### src/wdt_pkg.sv
// package: register map, field positions and timing constants of the watchdog
package wdt_pkg;
  localparam int           OSC_PER_MC    = 12;
  localparam int           PRE_W         = 11;
  localparam int           CNT_W         = 8;
  localparam int           RST_PULSE_MC  = 3;
  localparam int           SFR_POWER_CTL = 'h87;
  localparam int           SFR_WD_COUNT  = 'hFF;
  localparam logic [31:0]  ADDR_PWR_CTL  = 32'(SFR_POWER_CTL * 4);
  localparam logic [31:0]  ADDR_WDCNT    = 32'(SFR_WD_COUNT * 4);
  localparam logic [31:0]  ADDR_STATUS   = 32'h0000_0400;
  localparam int           BIT_IDLE      = 0;
  localparam int           BIT_PWR_DN    = 1;
  localparam int           BIT_ARM       = 4;
  localparam logic [7:0]   PWR_CTL_RST   = 8'h00;
  localparam logic [7:0]   PWR_CTL_WMASK = 8'hFF;
  localparam logic [7:0]   WDCNT_RST     = 8'h00;
  localparam logic [1:0]   RESP_OKAY     = 2'h0;
  localparam logic [1:0]   RESP_SLVERR   = 2'h2;
  localparam logic [3:0]   MC_LAST       = 4'(OSC_PER_MC - 1);
  localparam logic [1:0]   PULSE_LAST    = 2'(RST_PULSE_MC - 1);
endpackage : wdt_pkg

### src/wdt_core.sv
// file: watchdog prescaler, counter and overflow detector
`timescale 1ns/10ps
module wdt_core
  import wdt_pkg::*;
(
  input  wire logic             i_clk,
  input  wire logic             i_rst,
  input  wire logic             i_enable_n_pin,
  input  wire logic             i_load,
  input  wire logic [CNT_W-1:0] i_load_value,
  output logic      [CNT_W-1:0] o_count,
  output logic                  o_mc_tick,
  output logic                  o_overflow
);
  typedef struct packed {
    logic [3:0]       osc;
    logic [PRE_W-1:0] pre;
    logic [CNT_W-1:0] cnt;
    logic             ovf;
  } wdt_core_st_t;

  wdt_core_st_t st;
  wdt_core_st_t next_st;
  logic         mc;
  logic         carry;

  always_comb
  begin
    next_st = st;
    mc      = (st.osc == MC_LAST);
    carry   = mc && (&st.pre);
    next_st.ovf = 1'b0;
    next_st.osc = mc ? 4'h0 : st.osc + 4'h1;
    if (!i_enable_n_pin)
    begin
      if (mc)
        next_st.pre = st.pre + 11'h001;
      if (i_load)
        next_st.cnt = i_load_value;
      else if (carry)
      begin
        next_st.cnt = st.cnt + 8'h01;
        next_st.ovf = &st.cnt;
      end
    end
    else if (i_load)
      next_st.cnt = i_load_value;
  end

  always_ff @(posedge i_clk)
  begin
    if (i_rst)
      st <= '{osc: 4'h0, pre: '0, cnt: WDCNT_RST, ovf: 1'b0};
    else
      st <= next_st;
  end

  assign o_count    = st.cnt;
  assign o_overflow = st.ovf;
  assign o_mc_tick  = (st.osc == MC_LAST);
endmodule : wdt_core

### src/wdt_top.sv
// file: watchdog with armed reload and AXI4-Lite register slave
//
// Register access over AXI4-Lite was left to the implementer.
`timescale 1ns/10ps
module wdt_top
  import wdt_pkg::*;
(
  input  wire logic        i_clk,
  input  wire logic        i_rst,
  input  wire logic        i_enable_n_pin,
  input  wire logic [31:0] i_s_axi_awaddr,
  input  wire logic        i_s_axi_awvalid,
  output logic             o_s_axi_awready,
  input  wire logic [31:0] i_s_axi_wdata,
  input  wire logic [3:0]  i_s_axi_wstrb,
  input  wire logic        i_s_axi_wvalid,
  output logic             o_s_axi_wready,
  output logic [1:0]       o_s_axi_bresp,
  output logic             o_s_axi_bvalid,
  input  wire logic        i_s_axi_bready,
  input  wire logic [31:0] i_s_axi_araddr,
  input  wire logic        i_s_axi_arvalid,
  output logic             o_s_axi_arready,
  output logic [31:0]      o_s_axi_rdata,
  output logic [1:0]       o_s_axi_rresp,
  output logic             o_s_axi_rvalid,
  input  wire logic        i_s_axi_rready,
  output logic             o_sys_reset,
  output logic             o_reset_pin,
  output logic             o_idle,
  output logic             o_power_down
);
  typedef enum logic [2:0] {
    W_IDLE = 3'b001,
    W_RESP = 3'b010,
    W_HOLD = 3'b100
  } wdt_wr_t;

  typedef struct packed {
    logic         aw_got;
    logic [31:0]  aw_addr;
    logic         w_got;
    logic [7:0]   w_data;
    logic         w_lane0;
    wdt_wr_t      wst;
    logic [1:0]   bresp;
    logic         rvalid;
    logic [31:0]  rdata;
    logic [1:0]   rresp;
    logic [7:0]   pwr_ctl;
    logic         pulse_on;
    logic [1:0]   pulse_mc;
    logic         sys_rst;
  } wdt_top_st_t;

  wdt_top_st_t         st;
  wdt_top_st_t         next_st;
  logic                core_rst;
  logic                load;
  logic [CNT_W-1:0]    count;
  logic                mc_tick;
  logic                overflow;
  logic                do_write;
  logic [31:0]         rd_val;

  function automatic logic [1:0] decode(input logic [31:0] addr);
    if (addr == ADDR_PWR_CTL)
      return 2'd1;
    else if (addr == ADDR_WDCNT)
      return 2'd2;
    else if (addr == ADDR_STATUS)
      return 2'd3;
    return 2'd0;
  endfunction : decode

  // watchdog reset also restarts the core prescaler and counter
  assign core_rst = i_rst || st.sys_rst;
  assign do_write = (st.wst == W_IDLE) && st.aw_got && st.w_got;
  assign load     = do_write && (decode(st.aw_addr) == 2'd2) && st.w_lane0
                    && st.pwr_ctl[BIT_ARM];

  wdt_core u_core
  (
    .i_clk          (i_clk),
    .i_rst          (core_rst),
    .i_enable_n_pin (i_enable_n_pin),
    .i_load         (load),
    .i_load_value   (st.w_data),
    .o_count        (count),
    .o_mc_tick      (mc_tick),
    .o_overflow     (overflow)
  );

  always_comb
  begin
    rd_val = 32'h0000_0000;
    case (decode(i_s_axi_araddr))
      2'd1:    rd_val = {24'h000000, st.pwr_ctl};
      2'd2:    rd_val = {24'h000000, count};
      2'd3:    rd_val = {30'h0, st.pulse_on, ~i_enable_n_pin};
      default: rd_val = 32'h0000_0000;
    endcase
  end

  always_comb
  begin
    next_st = st;
    next_st.sys_rst = overflow;
    // take address and data only while the matching ready is shown
    if (i_s_axi_awvalid && (st.wst == W_IDLE) && !st.aw_got)
    begin
      next_st.aw_got  = 1'b1;
      next_st.aw_addr = i_s_axi_awaddr;
    end
    if (i_s_axi_wvalid && (st.wst == W_IDLE) && !st.w_got)
    begin
      next_st.w_got   = 1'b1;
      next_st.w_data  = i_s_axi_wdata[7:0];
      next_st.w_lane0 = i_s_axi_wstrb[0];
    end
    case (st.wst)
      W_IDLE:
      begin
        if (do_write)
        begin
          next_st.wst   = W_RESP;
          next_st.bresp = (decode(st.aw_addr) == 2'd0) ? RESP_SLVERR : RESP_OKAY;
          if (decode(st.aw_addr) == 2'd1 && st.w_lane0)
          begin
            next_st.pwr_ctl = st.w_data & PWR_CTL_WMASK;
            if (!i_enable_n_pin)
              next_st.pwr_ctl[BIT_PWR_DN] = 1'b0;
          end
          if (load)
            next_st.pwr_ctl[BIT_ARM] = 1'b0;
        end
      end
      W_RESP:
      begin
        if (i_s_axi_bready)
        begin
          next_st.wst    = W_HOLD;
          next_st.aw_got = 1'b0;
          next_st.w_got  = 1'b0;
        end
      end
      W_HOLD:
        next_st.wst = W_IDLE;
      default:
        next_st.wst = W_IDLE;
    endcase
    if (st.rvalid)
    begin
      if (i_s_axi_rready)
        next_st.rvalid = 1'b0;
    end
    else if (i_s_axi_arvalid)
    begin
      next_st.rvalid = 1'b1;
      next_st.rdata  = rd_val;
      next_st.rresp  = (decode(i_s_axi_araddr) == 2'd0) ? RESP_SLVERR : RESP_OKAY;
    end
    // output pulse of three machine cycles on the reset pin
    // starts the cycle after the internal reset so it aligns with the restarted prescaler
    if (st.sys_rst)
    begin
      next_st.pulse_on = 1'b1;
      next_st.pulse_mc = 2'd0;
    end
    else if (st.pulse_on && mc_tick)
    begin
      if (st.pulse_mc == PULSE_LAST)
        next_st.pulse_on = 1'b0;
      else
        next_st.pulse_mc = st.pulse_mc + 2'd1;
    end
  end

  always_ff @(posedge i_clk)
  begin
    if (i_rst)
    begin
      st          <= '0;
      st.wst      <= W_IDLE;
      st.pwr_ctl  <= PWR_CTL_RST;
    end
    else if (st.sys_rst)
    begin
      st          <= next_st;
      st.pwr_ctl  <= PWR_CTL_RST;
      st.sys_rst  <= 1'b0;
    end
    else
      st <= next_st;
  end

  assign o_s_axi_awready = (st.wst == W_IDLE) && !st.aw_got;
  assign o_s_axi_wready  = (st.wst == W_IDLE) && !st.w_got;
  assign o_s_axi_bvalid  = (st.wst == W_RESP);
  assign o_s_axi_bresp   = st.bresp;
  assign o_s_axi_arready = !st.rvalid;
  assign o_s_axi_rvalid  = st.rvalid;
  assign o_s_axi_rdata   = st.rdata;
  assign o_s_axi_rresp   = st.rresp;
  assign o_sys_reset     = st.sys_rst;
  assign o_reset_pin     = st.pulse_on;
  assign o_idle          = st.pwr_ctl[BIT_IDLE];
  assign o_power_down    = st.pwr_ctl[BIT_PWR_DN];
endmodule : wdt_top

### config.mk
export PLATFORM = sky130hd
export DESIGN_NAME = wdt_top
export DESIGN_NICKNAME = d
export VERILOG_FILES = /design/src/wdt_pkg.sv /design/src/wdt_core.sv /design/src/wdt_top.sv
export SDC_FILE = /design/constraint.sdc
export NUM_CORES = 1
export LEC_CHECK = 0
export BUFFER_PORTS_ARGS = -buffer_cell sky130_fd_sc_hd__buf_2
export CORE_ASPECT_RATIO = 2
export CORE_MARGIN = 2
export CORE_UTILIZATION = 51
export CTS_BUF_LIST = sky130_fd_sc_hd__clkbuf_8
export DETAILED_ROUTE_END_ITERATION = 7
export HOLD_SLACK_MARGIN = 0.02
export PLACE_DENSITY_LB_ADDON = 0.08
export SETUP_SLACK_MARGIN = 0.1
export SLEW_MARGIN = 20
export SYNTH_ARGS = -nofsm -noshare
export SYNTH_HDL_FRONTEND = slang
export SYNTH_SLANG_ARGS = --single-unit
### constraint.sdc
create_clock -name i_clk -period 2.15 [get_ports i_clk]
set_input_delay 0.3225 -clock i_clk [delete_from_list [all_inputs] [get_ports i_clk]]
set_output_delay 0.3225 -clock i_clk [all_outputs]
set_load 0.005 [all_outputs]
==> results by group <==
Detailed routing
  • Wirelength per Cell: roughly 13 um
  • Metal-1 WL: 3440 um
  • Number of routed nets with antenna violations: 0
  • Wire length on met2: about 5200 um
  • Initial DRC Count: ~140
  • Met3 WL: just over 500 um
  • Vias: between 3000 and 4000
  • 1st-pass router iterations: 4
  • Uppermost routed layer: met4
  • Post-route DRC: 0
  • Vias per cell: 5.24
  • Routed Wire Length: 9420 um

Clocking
  • TritonCTS clock tree: built
  • CTS H-tree depth: 3
  • Clk sinks: just over 90
  • Clk Latency, worst-skew pair: roughly 0.36 ns
  • CTS clk-pin slew, worst paths: approximately 0.080 ns
  • Clock Path Buffers: 2
  • CTS Hold Bufs: 0
  • CTS Buf Count: 9
  • Root Driver: clkbuf_8

Status
  • Status: finished clean

GRT
  • Largest net degree at the start of global routing: 47
  • Vias in the first global route: around 3400
  • Gr usage total: 21.4%
  • Antenna violations before repair: 0
  • Remaining Overflow, GRT: 0
  • First-pass GRT wire length: 14900 um

Floorplanning
  • # IOs: 153
  • Core Area: just over 8000 sq um
  • FP Rows: between 40 and 50
  • Die area: between 9000 and 10000 sq um
  • Die W: just under 70 um
  • Starting Density: a little over half
  • Die height: between 100 and 150 um

Final layout
  • Syn-to-layout area delta: 17.7%
  • Layout net count: 712
  • Final core occ: between 60% and 70%
  • Inserted Diodes: 0
  • Post-route insts no fill: around 700
  • Share of layout cells above drive strength 1: approximately a quarter
  • Fillcell total: approximately 760

Timing
  • Fmax: 0.487 GHz
  • Least-Margin Pin Slew: between 0.6 and 0.7 ns
  • RSZ-0062 raised after global routing: yes
  • Worst Slack Setup Final: between 0.09 and 0.1 ns
  • Final period util: between 90 and 100%
  • Setup violators final: 0
  • Hold Vio Cnt, Final: 0
  • Slew Limit Fails: 0
  • Minimum clock period: 2.05 ns
  • Rel. slew slack: 58.7%
  • Worst Skew: between 0.01 and 0.015 ns
  • Final TNS setup: 0 ns

Placement
  • Placed cell count: between 600 and 700
  • GP Congestion: 0.777
  • Hpwl dp: a little over 7000 um
  • Pre-CTS setup slack: ~0.10 ns
  • IO buf count: 99

Synth
  • Async SR Flop Fraction: 0%
  • Cells after Synth: about 500
  • Post-synth EDFFs: 0
  • Synth cell count leaders: 93 x dfxtp_1, 89 x nand2_1, 45 x a21oi_1
  • Share of the yosys chip area belonging to registers: 43.8%
  • #FFs+latches synth: 93
  • Synth area leader: dfxtp_1
  • Synth top area cells: dfxtp_1 44%, nand2_1 7.9%, buf_4 6.4%
  • Avg Inst Size Synth: 8.56 sq um
  • Cell with the most instances after synthesis: dfxtp_1
  • Primary FF master, synth: dfxtp_1
  • Yosys cell types: 52
  • YS warnings: 0
  • Synth top area share: between 40% and 50%
  • Mapped Area: around 4300 sq um

Worst setup path
  • Max stage delay on crit path: 0.62 ns
  • CP max stage cell: or4_4
  • Critical path data arrival time: roughly 2.3 ns
  • CP Capture Type: flop
  • CP most frequent cell: or4_4
  • Critical path type: reg2reg
  • CP Cell Sequence: nand4_1 > or4_4 > or4_4 > o21ai_1 > o21ba_1
  • Worst endpoint required time: ~2.4 ns
  • CP Max Fanout: 6
  • Startpoint Class: flop

Hold path
  • HP Class: in2reg

Power
  • Lkg Pwr: ~2.1 nW
  • Pwr dens: 671 nW/um^2
  • Worst IR drop on VDD: between 0.6 and 0.7 mV

Run
  • Maxcap violations: 0
[worst paths after layout]
| kind | from | to | slack (ns) | cells past startpoint |
|---|---|---|---|---|
| setup reg to reg | st[68] | u_core.o_count[2] | 0.1 | 5 |
| hold / removal | i_s_axi_rready | o_s_axi_rvalid | 0.14 | 2 |
| setup / recovery | st[68] | u_core.o_count[2] | 0.1 | 5 |
| hold reg to reg | u_core.o_overflow | o_sys_reset | 0.45 | 1 |
[critical path, delay by kind of cell, from the launching register on]
kind,cells,cell delay (ns)
compound gates,2,0.28
flops,1,0.36
simple gates,3,1.32
[layout by cell type, fill, tap and decap left out, types with 9 or more instances in the layout]
cell type and count:
mux2i_1 18, and2_1 11, conb_1 26, buf_2 99
nand3_1 12, nor3_1 9, o21ai_0 14, nor2_1 40
nand2_1 89, inv_1 11, a211oi_1 9, xor2_1 9
nor4_1 9, a21oi_1 45, buf_4 18, clkbuf_8 11
dfxtp_1 85
[final cells by class]
cell class / instances / area (sq um) / area share (%)
multi-input cells: 369 / 2130 / 42.5
repair buffers: 119 / 662 / 13.2
clock buffers: 11 / 151 / 3.02
flip-flops and latches: 93 / 1870 / 37.4
well taps: 98 / 123 / 2.45
clock inverters: 4 / 41.3 / 0.824
inverters: 8 / 30.0 / 0.600
[registers in the layout, summed over array words and instances (netlist names)]
signal             count
o_s_axi_rdata          8
o_s_axi_bresp          1
o_idle                 1
o_reset_pin            1
st                    54
o_s_axi_rresp          1
u_core.st             15
u_core.o_count         8
o_sys_reset            1
o_s_axi_rvalid         1
u_core.o_overflow      1
o_power_down           1
[what timing repair did]
action,in CTS,in global routing
resized for setup,0,12
hold endpoints to repair,0,0
gates cloned,0,1
pin swaps,0,6
setup endpoints to repair,1,8
buffers inserted,0,6
[power breakdown]
group	internal [mW]	switching [mW]
combinational	0.173	0.203
clock	0.583	0.564
sequential	1.79	0.0485
[through the flow]
stage / instance area (sq um) / power (mW) / hold slack, ns
global placement: 4740 / 2.21 / 0.415
finish: 5010 / 3.36 / 0.144
detailed placement: 4740 / 2.22 / 0.429
CTS: 4930 / 3.38 / 0.120
global route: 5010 / 3.52 / 0.124
floorplan: 4350 / 2.10 / 0.406
[kinds of logic after synthesis]
group,count (synthesis),share of synthesized area [%]
simple gates,214,26.0
flops,93,43.8
compound gates,90,12.7
buf+inv,61,8.74
mux,19,4.50
xor+xnor,15,3.09
fa+ha+maj,4,1.18
other cells,1,0.0882
[metal layers]
layer  vias up  global-route usage [%]
met5         -                       0
met4         0                    9.11
met3        17                    4.90
met2       100                    39.2
met1      1690                    21.7
li1       1874                       -
(Power assumes the default switching activity.)
